<file path="src/gain_switch_pkg.sv">
/*
  Shared constants, register map, field layout and helper functions of the
  input level detection and gain switch block.
  Assumes nothing of its surroundings; every other design file refers to it by name.
*/
package gain_switch_pkg;

  localparam int NUM_PORTS = 4;
  localparam int NUM_DET = 8;
  localparam int MANT_W = 14;
  localparam int EXP_W = 3;
  localparam int SCALE_W = 5;
  localparam int SCALE_REG_W = 10;
  localparam int DWELL_W = 16;
  localparam int DELAY_W = 3;
  localparam int HIST_W = 7;
  localparam int CTRL_W = 5;
  localparam int STAT_W = 3;
  localparam int ADDR_W = 10;
  localparam int DATA_W = 16;
  localparam int OFFS_W = 8;
  localparam int PORT_SEL_LSB = 8;
  localparam int PORT_SEL_W = 2;

  // Offsets within one port's window; the port number sits above them.
  localparam logic [OFFS_W-1:0] OFFS_UPPER = 8'h80;
  localparam logic [OFFS_W-1:0] OFFS_LOWER = 8'h81;
  localparam logic [OFFS_W-1:0] OFFS_DWELL = 8'h82;
  localparam logic [OFFS_W-1:0] OFFS_CTRL = 8'h83;
  localparam logic [OFFS_W-1:0] OFFS_STATUS = 8'h84;
  localparam logic [OFFS_W-1:0] OFFS_SCALE = 8'h92;

  // Field positions.
  localparam int QUIET_LSB = 5;
  localparam int LOUD_LSB = 0;
  localparam int CTRL_INTERLEAVE = 0;
  localparam int CTRL_INVERT = 1;
  localparam int CTRL_DELAY_LSB = 2;
  localparam int STAT_PRIMARY = 0;
  localparam int STAT_SECONDARY = 1;
  localparam int STAT_LOUD_SCALE = 2;

  // Reset values.
  localparam logic [MANT_W-1:0] UPPER_RESET = 14'h2000;
  localparam logic [MANT_W-1:0] LOWER_RESET = 14'h0000;
  localparam logic [DWELL_W-1:0] DWELL_RESET = 16'h0000;
  localparam logic [SCALE_REG_W-1:0] SCALE_RESET = 10'h000;
  localparam logic [CTRL_W-1:0] CTRL_RESET = 5'h00;

  localparam logic [DWELL_W-1:0] DWELL_ONE = 16'h0001;
  localparam logic [DELAY_W-1:0] DELAY_NONE = 3'h0;
  localparam logic [DELAY_W-1:0] DELAY_STEP = 3'h1;
  localparam logic [SCALE_W-1:0] INVERT_BIAS = 5'h07;
  localparam logic [EXP_W-1:0] EXP_TOP = 3'h7;
  localparam logic [SCALE_W-1:0] SCALE_NONE = 5'h00;
  localparam logic [SCALE_W-EXP_W-1:0] EXP_PAD = 2'h0;

  // Ports with a set bit run on the second channel clock.
  localparam logic [NUM_PORTS-1:0] PORT_ON_SECOND_CLOCK = 4'hc;

  typedef enum logic [2:0] {
    DET_QUIET = 3'h1,
    DET_LOUD = 3'h2,
    DET_DWELL = 3'h4
  } det_state_e;

  function automatic logic [MANT_W-1:0] magnitude(input logic [MANT_W-1:0] m);
    return m[MANT_W-1] ? (~m + 14'h0001) : m;
  endfunction

  // The five-bit sum wraps, which is the modulo 32 of the scaling.
  function automatic logic [SCALE_W-1:0] shift_amount(input logic [EXP_W-1:0] e,
                                                      input logic [SCALE_W-1:0] sc,
                                                      input logic inv);
    if (inv) begin
      return INVERT_BIAS - {EXP_PAD, e} + sc;
    end
    return {EXP_PAD, e} + sc;
  endfunction

  function automatic logic [MANT_W-1:0] scale_data(input logic [MANT_W-1:0] m,
                                                   input logic [SCALE_W-1:0] sh);
    return MANT_W'($signed(m) >>> sh);
  endfunction

endpackage

</file>
<file path="src/input_level_gain_switch.sv">
/*
  Top of the four-port input level detection and gain switch block: input
  capture, eight gain control circuits, indicator outputs, delayed gain-scale
  selection, exponent scaling and the register port.
  Assumes channel clocks far slower than ref_clk and input pins that hold
  steady for at least four ref_clk periods after each channel clock edge.
*/
// What this block does
// - Programmable upper and lower thresholds per port.
// - Above upper threshold asserts the indicator.
// - Indicator holds until input below lower threshold.
// - Dwell count expiry below threshold releases indicator.
// - Rise above lower during dwell resets counter.
// - Quiet scale when inactive, loud when active.
// - Scale switch delay programmable up to seven.
// - Eight gain circuits, two per port.
// - Interleaved: primary qualifier low, secondary high.
// - Not interleaved: secondary is primary complemented.
// - Thresholds act on raw unfiltered samples.
// - Port takes mantissa, exponent and qualifier.
// - Ports A/B first clock, C/D second.
// - Selected scale modifies exponent before filter.
// - Inverted: shift by (7-exp+scale) mod 32.
// - Exponent growth shifts down, or up inverted.
`timescale 1ns/1ps
`default_nettype none

module input_level_gain_switch (
  // Clock and reset
  input wire logic ref_clk,
  input wire logic rst,
  // Channel clocks
  input wire logic first_channel_clock,
  input wire logic second_channel_clock,
  // Converter inputs
  input wire logic [gain_switch_pkg::NUM_PORTS-1:0][gain_switch_pkg::MANT_W-1:0] input_mantissa,
  input wire logic [gain_switch_pkg::NUM_PORTS-1:0][gain_switch_pkg::EXP_W-1:0] input_exponent,
  input wire logic [gain_switch_pkg::NUM_PORTS-1:0] input_qualifier,
  // Register port
  input wire logic [gain_switch_pkg::ADDR_W-1:0] reg_addr,
  input wire logic [gain_switch_pkg::DATA_W-1:0] reg_wdata,
  input wire logic reg_wr,
  input wire logic reg_rd,
  output logic [gain_switch_pkg::DATA_W-1:0] reg_rdata,
  // Level indicators
  output logic [gain_switch_pkg::NUM_PORTS-1:0] primary_level_flag,
  output logic [gain_switch_pkg::NUM_PORTS-1:0] secondary_level_flag,
  // Scaled samples toward the resampling filter
  output logic [gain_switch_pkg::NUM_PORTS-1:0][gain_switch_pkg::MANT_W-1:0] scaled_data,
  output logic [gain_switch_pkg::NUM_PORTS-1:0] scaled_valid
);

  localparam int NP = gain_switch_pkg::NUM_PORTS;
  localparam int MW = gain_switch_pkg::MANT_W;
  localparam int EW = gain_switch_pkg::EXP_W;

  typedef struct packed {
    logic [1:0] clk_s1;
    logic [1:0] clk_s2;
    logic [1:0] clk_s3;
    logic [1:0] clk_filt;
    logic [NP-1:0][MW-1:0] mant_s1;
    logic [NP-1:0][MW-1:0] mant_s2;
    logic [NP-1:0][MW-1:0] mant_s3;
    logic [NP-1:0][EW-1:0] exp_s1;
    logic [NP-1:0][EW-1:0] exp_s2;
    logic [NP-1:0][EW-1:0] exp_s3;
    logic [NP-1:0] qual_s1;
    logic [NP-1:0] qual_s2;
    logic [NP-1:0] qual_s3;
    logic [NP-1:0] qual_filt;
    logic [NP-1:0][MW-1:0] upper;
    logic [NP-1:0][MW-1:0] lower;
    logic [NP-1:0][gain_switch_pkg::DWELL_W-1:0] dwell;
    logic [NP-1:0][gain_switch_pkg::SCALE_REG_W-1:0] scale;
    logic [NP-1:0][gain_switch_pkg::CTRL_W-1:0] ctrl;
    logic [NP-1:0][gain_switch_pkg::HIST_W-1:0] hist;
    logic [NP-1:0] loud_used;
    logic [NP-1:0][MW-1:0] out_data;
    logic [NP-1:0] out_valid;
    logic [NP-1:0] pri_flag;
    logic [NP-1:0] sec_flag;
    logic [gain_switch_pkg::DATA_W-1:0] rdata;
  } top_s;

  localparam top_s TOP_RESET = '{
    upper: {NP{gain_switch_pkg::UPPER_RESET}},
    lower: {NP{gain_switch_pkg::LOWER_RESET}},
    dwell: {NP{gain_switch_pkg::DWELL_RESET}},
    scale: {NP{gain_switch_pkg::SCALE_RESET}},
    ctrl: {NP{gain_switch_pkg::CTRL_RESET}},
    default: '0
  };

  top_s st_reg;
  top_s st_next;

  logic [1:0] tick;
  logic [NP-1:0] port_tick;
  logic [NP-1:0] interleave;
  logic [NP-1:0] invert;
  logic [NP-1:0][gain_switch_pkg::DELAY_W-1:0] delay;
  logic [NP-1:0][gain_switch_pkg::DELAY_W-1:0] tap;
  logic [NP-1:0][MW-1:0] det_mag;
  logic [gain_switch_pkg::NUM_DET-1:0] det_valid;
  logic [gain_switch_pkg::NUM_DET-1:0] det_flag;
  logic [NP-1:0] ind_now;
  logic [NP-1:0] ind_del;
  logic [NP-1:0][gain_switch_pkg::SCALE_W-1:0] sel_scale;
  logic [gain_switch_pkg::PORT_SEL_W-1:0] acc_port;
  logic [gain_switch_pkg::OFFS_W-1:0] acc_offs;

  always_comb begin
    st_next = st_reg;
    acc_port = reg_addr[gain_switch_pkg::ADDR_W-1:gain_switch_pkg::PORT_SEL_LSB];
    acc_offs = reg_addr[gain_switch_pkg::OFFS_W-1:0];

    // Channel clocks are sampled as pins; an edge counts once two stages agree.
    st_next.clk_s1 = {second_channel_clock, first_channel_clock};
    st_next.clk_s2 = st_reg.clk_s1;
    st_next.clk_s3 = st_reg.clk_s2;
    for (int c = 0; c < 2; c++) begin
      tick[c] = (st_reg.clk_s2[c] == st_reg.clk_s3[c]) && st_reg.clk_s3[c] &&
                !st_reg.clk_filt[c];
      if (st_reg.clk_s2[c] == st_reg.clk_s3[c]) begin
        st_next.clk_filt[c] = st_reg.clk_s3[c];
      end
    end

    // The data pins ride the same three stages so they line up with the edge.
    st_next.mant_s1 = input_mantissa;
    st_next.mant_s2 = st_reg.mant_s1;
    st_next.mant_s3 = st_reg.mant_s2;
    st_next.exp_s1 = input_exponent;
    st_next.exp_s2 = st_reg.exp_s1;
    st_next.exp_s3 = st_reg.exp_s2;
    st_next.qual_s1 = input_qualifier;
    st_next.qual_s2 = st_reg.qual_s1;
    st_next.qual_s3 = st_reg.qual_s2;

    for (int p = 0; p < NP; p++) begin
      if (st_reg.qual_s2[p] == st_reg.qual_s3[p]) begin
        st_next.qual_filt[p] = st_reg.qual_s3[p];
      end
      port_tick[p] = tick[gain_switch_pkg::PORT_ON_SECOND_CLOCK[p]];
      interleave[p] = st_reg.ctrl[p][gain_switch_pkg::CTRL_INTERLEAVE];
      invert[p] = st_reg.ctrl[p][gain_switch_pkg::CTRL_INVERT];
      delay[p] = st_reg.ctrl[p][gain_switch_pkg::CTRL_DELAY_LSB +: gain_switch_pkg::DELAY_W];
      tap[p] = delay[p] - gain_switch_pkg::DELAY_STEP;
      // Detection looks at the raw sample so the external loop sees the least delay.
      det_mag[p] = gain_switch_pkg::magnitude(st_reg.mant_s3[p]);
      det_valid[p] = port_tick[p] && !(interleave[p] && st_reg.qual_filt[p]);
      det_valid[p+NP] = port_tick[p] && interleave[p] && st_reg.qual_filt[p];
      ind_now[p] = (interleave[p] && st_reg.qual_filt[p]) ? det_flag[p+NP] : det_flag[p];
      ind_del[p] = (delay[p] == gain_switch_pkg::DELAY_NONE) ? ind_now[p] :
                   st_reg.hist[p][tap[p]];
      sel_scale[p] = ind_del[p] ?
        st_reg.scale[p][gain_switch_pkg::LOUD_LSB +: gain_switch_pkg::SCALE_W] :
        st_reg.scale[p][gain_switch_pkg::QUIET_LSB +: gain_switch_pkg::SCALE_W];

      st_next.out_valid[p] = port_tick[p];
      if (port_tick[p]) begin
        st_next.hist[p] = {st_reg.hist[p][gain_switch_pkg::HIST_W-2:0], ind_now[p]};
        st_next.loud_used[p] = ind_del[p];
        st_next.out_data[p] = gain_switch_pkg::scale_data(st_reg.mant_s3[p],
          gain_switch_pkg::shift_amount(st_reg.exp_s3[p], sel_scale[p], invert[p]));
      end

      st_next.pri_flag[p] = det_flag[p];
      st_next.sec_flag[p] = interleave[p] ? det_flag[p+NP] : ~det_flag[p];
    end

    if (reg_wr) begin
      case (acc_offs)
        gain_switch_pkg::OFFS_UPPER: st_next.upper[acc_port] = reg_wdata[MW-1:0];
        gain_switch_pkg::OFFS_LOWER: st_next.lower[acc_port] = reg_wdata[MW-1:0];
        gain_switch_pkg::OFFS_DWELL: begin
          st_next.dwell[acc_port] = reg_wdata[gain_switch_pkg::DWELL_W-1:0];
        end
        gain_switch_pkg::OFFS_CTRL: begin
          st_next.ctrl[acc_port] = reg_wdata[gain_switch_pkg::CTRL_W-1:0];
        end
        gain_switch_pkg::OFFS_SCALE: begin
          st_next.scale[acc_port] = reg_wdata[gain_switch_pkg::SCALE_REG_W-1:0];
        end
        default: begin
        end
      endcase
    end

    // Read data stands for one cycle only and is zero otherwise.
    st_next.rdata = '0;
    if (reg_rd) begin
      case (acc_offs)
        gain_switch_pkg::OFFS_UPPER: st_next.rdata = 16'(st_reg.upper[acc_port]);
        gain_switch_pkg::OFFS_LOWER: st_next.rdata = 16'(st_reg.lower[acc_port]);
        gain_switch_pkg::OFFS_DWELL: st_next.rdata = st_reg.dwell[acc_port];
        gain_switch_pkg::OFFS_CTRL: st_next.rdata = 16'(st_reg.ctrl[acc_port]);
        gain_switch_pkg::OFFS_SCALE: st_next.rdata = 16'(st_reg.scale[acc_port]);
        gain_switch_pkg::OFFS_STATUS: begin
          st_next.rdata[gain_switch_pkg::STAT_PRIMARY] = st_reg.pri_flag[acc_port];
          st_next.rdata[gain_switch_pkg::STAT_SECONDARY] = st_reg.sec_flag[acc_port];
          st_next.rdata[gain_switch_pkg::STAT_LOUD_SCALE] = st_reg.loud_used[acc_port];
        end
        default: begin
        end
      endcase
    end
  end

  always_ff @(posedge ref_clk or posedge rst) begin
    if (rst) begin
      st_reg <= TOP_RESET;
    end else begin
      st_reg <= st_next;
    end
  end

  // Each port owns a primary and a secondary circuit; both share its thresholds.
  for (genvar d = 0; d < gain_switch_pkg::NUM_DET; d++) begin : g_det
    level_detector u_det (
      .ref_clk(ref_clk),
      .rst(rst),
      .tick(port_tick[d % NP]),
      .sample_valid(det_valid[d]),
      .sample_mag(det_mag[d % NP]),
      .upper(st_reg.upper[d % NP]),
      .lower(st_reg.lower[d % NP]),
      .dwell_time(st_reg.dwell[d % NP]),
      .level_flag(det_flag[d])
    );
  end

  assign reg_rdata = st_reg.rdata;
  assign primary_level_flag = st_reg.pri_flag;
  assign secondary_level_flag = st_reg.sec_flag;
  assign scaled_data = st_reg.out_data;
  assign scaled_valid = st_reg.out_valid;

  for (genvar p = 0; p < NP; p++) begin : g_chk

  end
endmodule

`default_nettype wire

</file>
<file path="src/level_detector.sv">
/*
  One gain control circuit: threshold comparison with dwell-counted release.
  Assumes samples are already magnitudes taken on the raw input and that tick
  marks every rising edge of the port's channel clock.
*/
`timescale 1ns/1ps
`default_nettype none

module level_detector (
  // Clock and reset
  input wire logic ref_clk,
  input wire logic rst,
  // Samples
  input wire logic tick,
  input wire logic sample_valid,
  input wire logic [gain_switch_pkg::MANT_W-1:0] sample_mag,
  // Settings
  input wire logic [gain_switch_pkg::MANT_W-1:0] upper,
  input wire logic [gain_switch_pkg::MANT_W-1:0] lower,
  input wire logic [gain_switch_pkg::DWELL_W-1:0] dwell_time,
  // Indicator
  output logic level_flag
);

  typedef struct packed {
    gain_switch_pkg::det_state_e state;
    logic [gain_switch_pkg::DWELL_W-1:0] count;
  } det_s;

  localparam det_s DET_RESET = '{state: gain_switch_pkg::DET_QUIET, count: '0};

  det_s st_reg;
  det_s st_next;
  logic above_upper;
  logic below_lower;

  always_comb begin
    above_upper = sample_valid && (sample_mag > upper);
    below_lower = sample_valid && (sample_mag < lower);
    st_next = st_reg;
    unique case (st_reg.state)
      gain_switch_pkg::DET_QUIET: begin
        if (above_upper) begin
          st_next.state = gain_switch_pkg::DET_LOUD;
        end
      end
      gain_switch_pkg::DET_LOUD: begin
        if (below_lower && !above_upper) begin
          if (dwell_time == '0) begin
            st_next.state = gain_switch_pkg::DET_QUIET;
          end else begin
            st_next.state = gain_switch_pkg::DET_DWELL;
            st_next.count = dwell_time;
          end
        end
      end
      gain_switch_pkg::DET_DWELL: begin
        if (above_upper || (sample_valid && !below_lower)) begin
          st_next.state = gain_switch_pkg::DET_LOUD;
          st_next.count = '0;
        end else if (tick) begin
          if (st_reg.count <= gain_switch_pkg::DWELL_ONE) begin
            st_next.state = gain_switch_pkg::DET_QUIET;
            st_next.count = '0;
          end else begin
            st_next.count = st_reg.count - gain_switch_pkg::DWELL_ONE;
          end
        end
      end
      default: begin
        st_next = DET_RESET;
      end
    endcase
  end

  always_ff @(posedge ref_clk or posedge rst) begin
    if (rst) begin
      st_reg <= DET_RESET;
    end else begin
      st_reg <= st_next;
    end
  end

  assign level_flag = (st_reg.state != gain_switch_pkg::DET_QUIET);
endmodule

`default_nettype wire

</file>
<file path="config.mk">
export PLATFORM = sky130hd
export DESIGN_NAME = input_level_gain_switch
export DESIGN_NICKNAME = d
export VERILOG_FILES = /design/src/gain_switch_pkg.sv /design/src/input_level_gain_switch.sv /design/src/level_detector.sv
export SDC_FILE = /design/constraint.sdc
export NUM_CORES = 2
export LEC_CHECK = 0
export ABC_AREA = 1
export BUFFER_PORTS_ARGS = -buffer_cell sky130_fd_sc_hd__buf_2
export CAP_MARGIN = 15
export CORE_MARGIN = 5
export CORE_UTILIZATION = 40
export CTS_CLUSTER_SIZE = 25
export DETAILED_ROUTE_END_ITERATION = 8
export PLACE_DENSITY = 0.64
export SLEW_MARGIN = 20
export SYNTH_ARGS = -nofsm -noshare
export SYNTH_HDL_FRONTEND = slang
export SYNTH_HIERARCHICAL = 1
export SYNTH_SLANG_ARGS = --single-unit
</file>
<file path="constraint.sdc">
create_clock -name ref_clk -period 33.3 [get_ports ref_clk]
set_input_delay 9.99 -clock ref_clk [delete_from_list [all_inputs] [get_ports ref_clk]]
set_output_delay 9.99 -clock ref_clk [all_outputs]
set_load 0.05 [all_outputs]
</file>
; After elaboration in Yosys (flattened, before gate mapping)
; Cells that the tools add are included.
; Widths: inputs -> output; s select.
[totals]
reg_bits = 731
in_bits = 104
out_inout_bits = 84
wordCells = 504
[op_classes]
add_sub_neg = 28
magnitude_cmp = 22
eq_ne = 84
shifts = 4
mux = 152
bitwise_logic = 16
n_reduce_logical = 112
[op_table]
columns = op, count
row1 = $mux 19, 24
row2 = $pmux 16 s3, 8
row3 = $mux 16, 15
row4 = $le 16x1->1 const B, 8
row5 = $sub 16x1->16 const B, 8
row6 = $bwmux 56, 2
row7 = $mux 14, 7
row8 = $mux 5, 18
row9 = $pmux 3 s3, 8
row10 = $pmux 13 s5, 1
row11 = $bwmux 64, 1
row12 = $logic_not 16->1, 4
row13 = $reduce_and 4->1, 16
row14 = $mux 3, 20
row15 = $add 14x1->14 const B, 4
row16 = $bmux 14 s2, 2
row17 = $gt 14x14->1, 4
row18 = $lt 14x14->1, 4
row19 = $not 14->14, 4
row20 = $sshr 14x5->14, 4
row21 = $ne 3x1->1 const B, 18
row22 = $logic_and 1x1->1, 53
row23 = $eq 8x8->1 const B, 6
row24 = $bwmux 40, 1
row25 = 32 further kinds, 178

; Longest topological paths before layout
[logic_depth]
depth_word = 11
mapped_depth = 28
ltp_nobuf = 27

; By module
; The synthesis kept the hierarchy.
[modules_own_cells]
columns = module, instances, cells_each, area_each_um2
row1 = input_level_gain_switch, 1, 2955, 26198.9
row2 = level_detector at g_det[0].u_det ..., 4, 375, 2399.8
row3 = level_detector at g_det[4].u_det ..., 3, 392, 2493.6
row4 = level_detector at g_det[7].u_det, 1, 391, 2401.1

; Worst setup path after synthesis
; Ideal clock, no wire load.
[synth_timing]
path_kind = in2reg
start = input reg_addr[6] (netlist bit)
end = register st_reg[245] (netlist bit)
setup_time_ps = 131
arrival_time_ps = 11263
required_time_ps = 33169
setup_slack_ps = 21906
cell_stages = 9
path_buffers = 1
path_cell_list = inv_1 > nand2_2 > nor2_4 > nand2_2 > nor4_4 > nand3_4 > buf_2 > nand2_1 > o21ai_1
[synth_between]
elab_chain_cells = 2
[synth_rtl]
columns = element, line_no
row1 = "start, declared", input_level_gain_switch.sv:40  ; input wire logic [gain_switch_pkg::ADDR_W-1:0] reg_addr,
row2 = $eq 8x8->1, input_level_gain_switch.sv:174  ; case (acc_offs)
row3 = $reduce_and 2->1 (no source line), --
row4 = "end signal, assigned", input_level_gain_switch.sv:215  ; st_reg <= st_next;
row5 = "end, declared", input_level_gain_switch.sv:95  ; top_s st_reg;
; No other way between the ends.
; A chain may end at the register's enable or synchronous reset.

==> impl_metrics.py <==
metrics = {
    "pwr": {
        "netSwitchingFraction_pct": 38.0,
        "power_per_cell_area_mw_per_mm2": 56.5,
        "vdd_drop_max_mv": 0.0571,
        "seq_power_share_pct": 37.1,
        "p_comb_share_pct": 29.8,
        "p_leak_nw": 24.8,
        "clock_power_share_pct": 33.1,
        "internal_power_w": 0.00175,
        "power_switching_w": 0.00107,
    },
    "sta": {
        "setup-tns-final_ns": 0,
        "finalSetupViolations": 0,
        "period_share_pct": 35.9,
        "worstMarginPinSlew_ns": 1.10,
        "rsz0062_at_grt": "false",
        "fmax_mhz": 83.7,
        "hold_viol": 0,
        "timing.slew.headroom_pct": 26.5,
        "skew_ns": 0.0234,
        "drv_slew": 0,
        "period_minus_slack_ns": 11.95,
    },
    "cells_and_area": {
        "fin_area_mm2": 0.0499,
        "final_cell_mix": "nand2_1, dfrtp_1, inv_1, o21ai_0, nor2_1",
        "fin_util_pct": 43.8,
        "syn_to_final_growth_pct": 9.14,
        "fin_cells": 7626,
        "final_nets": 6414,
        "drive_above_1_share_pct": 13.5,
        "fillers": 11400,
        "largest_register_ffs": 328,
        "layout_commonest_cell": "nand2_1",
    },
    "clock_network": {
        "clkLatencyLatePin_ns": 0.66,
        "tritoncts": "built",
        "cts_resized": 0,
        "cts_hold_buf": 0,
        "post-cts-setup-buffers": 0,
        "clockBufferDepth": 3,
        "clk_pin_slew_ns": 0.06,
        "clock_sinks": 730,
        "cts_inserted_buffers": 80,
        "ctsRootBufferMaster": "clkbuf_16",
        "htreeDepth": 3,
    },
    "outcome": {
        "status": "finished, final reports clean",
    },
    "setup_path": {
        "cp_data_required_time_ns": 33.96,
        "start_kind": "primary input",
        "worstPathArrival_ns": 12.61,
        "critical_path_class": "primary input to async pin",
        "crit_path_max_fanout": 128,
        "crit_path_end_kind": "async pin",
    },
    "logic_synthesis": {
        "netlist-cell-type-count": 65,
        "synth.largest_area_cell": "dfrtp_1",
        "syn_avg_cell_area_um2": 7.59,
        "ys_seq_elements": 730,
        "synth_seq_area_share_pct": 40.0,
        "synthesis.nets": 6388,
        "syn_area_mm2": 0.0457,
        "yosysWarnings": 6,
        "synth_top_cells_by_area": "dfrtp_1, nand2_1, ha_1, inv_1, o21ai_0",
        "syn-instance-count": 6022,
        "synth_edf_count": 0,
        "yosysTopAreaCellShare_pct": 39.3,
        "async_flop_share_pct": 100,
        "synth_flop_cell": "dfrtp_1",
    },
    "run": {
        "max_cap_viol_count": 0,
    },
    "drt": {
        "final_antenna_net_count": 0,
        "first_iter_violations": 3620,
        "vias": 39100,
        "wl_mm": 132,
        "post_drt_wl_per_cell_um": 17.3,
        "via_per_inst": 5.12,
        "remaining_drc_errors": 0,
        "dr.pass1.iters": 6,
    },
    "floorplanning": {
        "rows": 124,
        "core_mm2": 0.114,
        "die_h_um": 348,
        "die_w_um": 348,
        "ios": 188,
        "start_util_pct": 40.1,
        "dieArea_mm2": 0.121,
    },
    "placed_design": {
        "port_buffers": 187,
        "placed_cell_area_mm2": 0.0471,
        "place.gp.congestion": 0.934,
        "dpl.cell_count": 7478,
        "hpwlAfterDp_mm": 98.0,
    },
    "global_routing": {
        "gr-usage-all-layers_pct": 21.5,
        "grt_max_degree": 168,
        "overflow": 0,
        "antenna_found_initial": 14,
        "grt_pass1_vias": 36800,
        "grt_pass1_wl_mm": 208,
    },
    "worst_hold_path": {
        "hold_class": "flop to flop",
    },
}
-- kinds of logic after synthesis --
| family | after synthesis | synth area share (%) |
|---|---|---|
| flip-flops | 730 | 40.0 |
| multiplexers | 14 | 0.312 |
| adder cells (fa/ha/maj) | 266 | 7.33 |
| AO/OA/AOI/OAI | 747 | 8.93 |
| buffers and inverters | 1024 | 9.90 |
| AND/OR/NAND/NOR | 3103 | 30.9 |
| XOR/XNOR | 138 | 2.65 |
-- power groups by stage --
stage | clock network [W] | logic (W) | registers (W)
2_1_floorplan | 0 | 0.000744 | 0.00103
3_3_place_gp | 0 | 0.000828 | 0.00106
3_5_place_dp | 0 | 0.000840 | 0.00106
4_1_cts | 0.000956 | 0.000844 | 0.00104
5_1_grt | 0.000991 | 0.000935 | 0.00105
6_report | 0.000933 | 0.000839 | 0.00105
-- cells in the mapped netlist (all sizes together), types with 2 or more instances --
library cell,instances
nand2,2056
inv,756
dfrtp,718
o21ai,503
nor2,427
nand3,409
ha,258
buf,145
a21oi,113
clkbuf,113
xor2,112
nor3,55
or2,54
nor4,53
a22oi,46
nand4,39
o22ai,30
xnor2,26
a41oi,16
a31oi,12
dfstp,12
mux2i,12
clkinv,10
o311ai,7
a211oi,5
nand3b,5
and2,4
fa,4
maj3,4
o31ai,4
o211ai,3
o21bai,3
mux2,2
-- final cells by class --
| cell class | instances | area, um2 | share of cell area [%] |
|---|---|---|---|
| inverters | 766 | 2950 | 5.92 |
| well taps | 1512 | 1890 | 3.79 |
| diodes | 4 | 10.0 | 0.0201 |
| multi-input cells | 4268 | 22900 | 45.9 |
| clock inverters | 40 | 492 | 0.986 |
| flip-flops and latches | 730 | 18300 | 36.7 |
| repair buffers | 202 | 1060 | 2.13 |
| clock buffers | 104 | 2260 | 4.54 |
-- worst max-delay path: stages --
cell   delay (ns)
buf_2        0.18
inv_8        0.59
buf_4        0.83
buf_4        0.81
-- per-layer routing --
metal	vias up	track usage, %	wire, um
li1	19200	-	-
met1	18400	31.1	60400
met2	1304	33.0	57000
met3	198	3.76	10300
met4	0	6.80	4340
met5	-	0	0
-- final timing paths --
path                                                             from                                    end  slack [ns]  cells past startpoint
worst max register to register  g_det[6].u_det/st_reg[16]$_DFFE_PP1P_            scaled_data[30]$_DFFE_PP0P_       28.51                     15
worst min-delay path                           st_next[385]$_DFF_PP0_                 st_next[373]$_DFF_PP0_        0.34                      0
max in group ref_clk                                      reg_addr[9]                st_reg[227]$_DFFE_PP0P_       21.46                      6
worst min register to register                 st_next[385]$_DFF_PP0_                 st_next[373]$_DFF_PP0_        0.34                      0
min in group asynchronous                                         rst  g_det[3].u_det/st_reg[18]$_DFFE_PP0P_        9.56                      2
worst max-delay path                                              rst                 st_next[387]$_DFF_PP0_       21.35                      4
-- through the flow --
step / hold WS, ns / total power (W) / worst slack (ns)
final: 0.342 / 0.00282 / 21.35
after global routing: 0.348 / 0.00298 / 20.85
after CTS: 0.332 / 0.00284 / 21.29
after detailed placement: 0.335 / 0.00190 / 20.57
after global placement: 0.333 / 0.00189 / 20.60
after floorplan: 0.331 / 0.00177 / 7.15
Note: power is estimated with default switching activity, not from simulation.
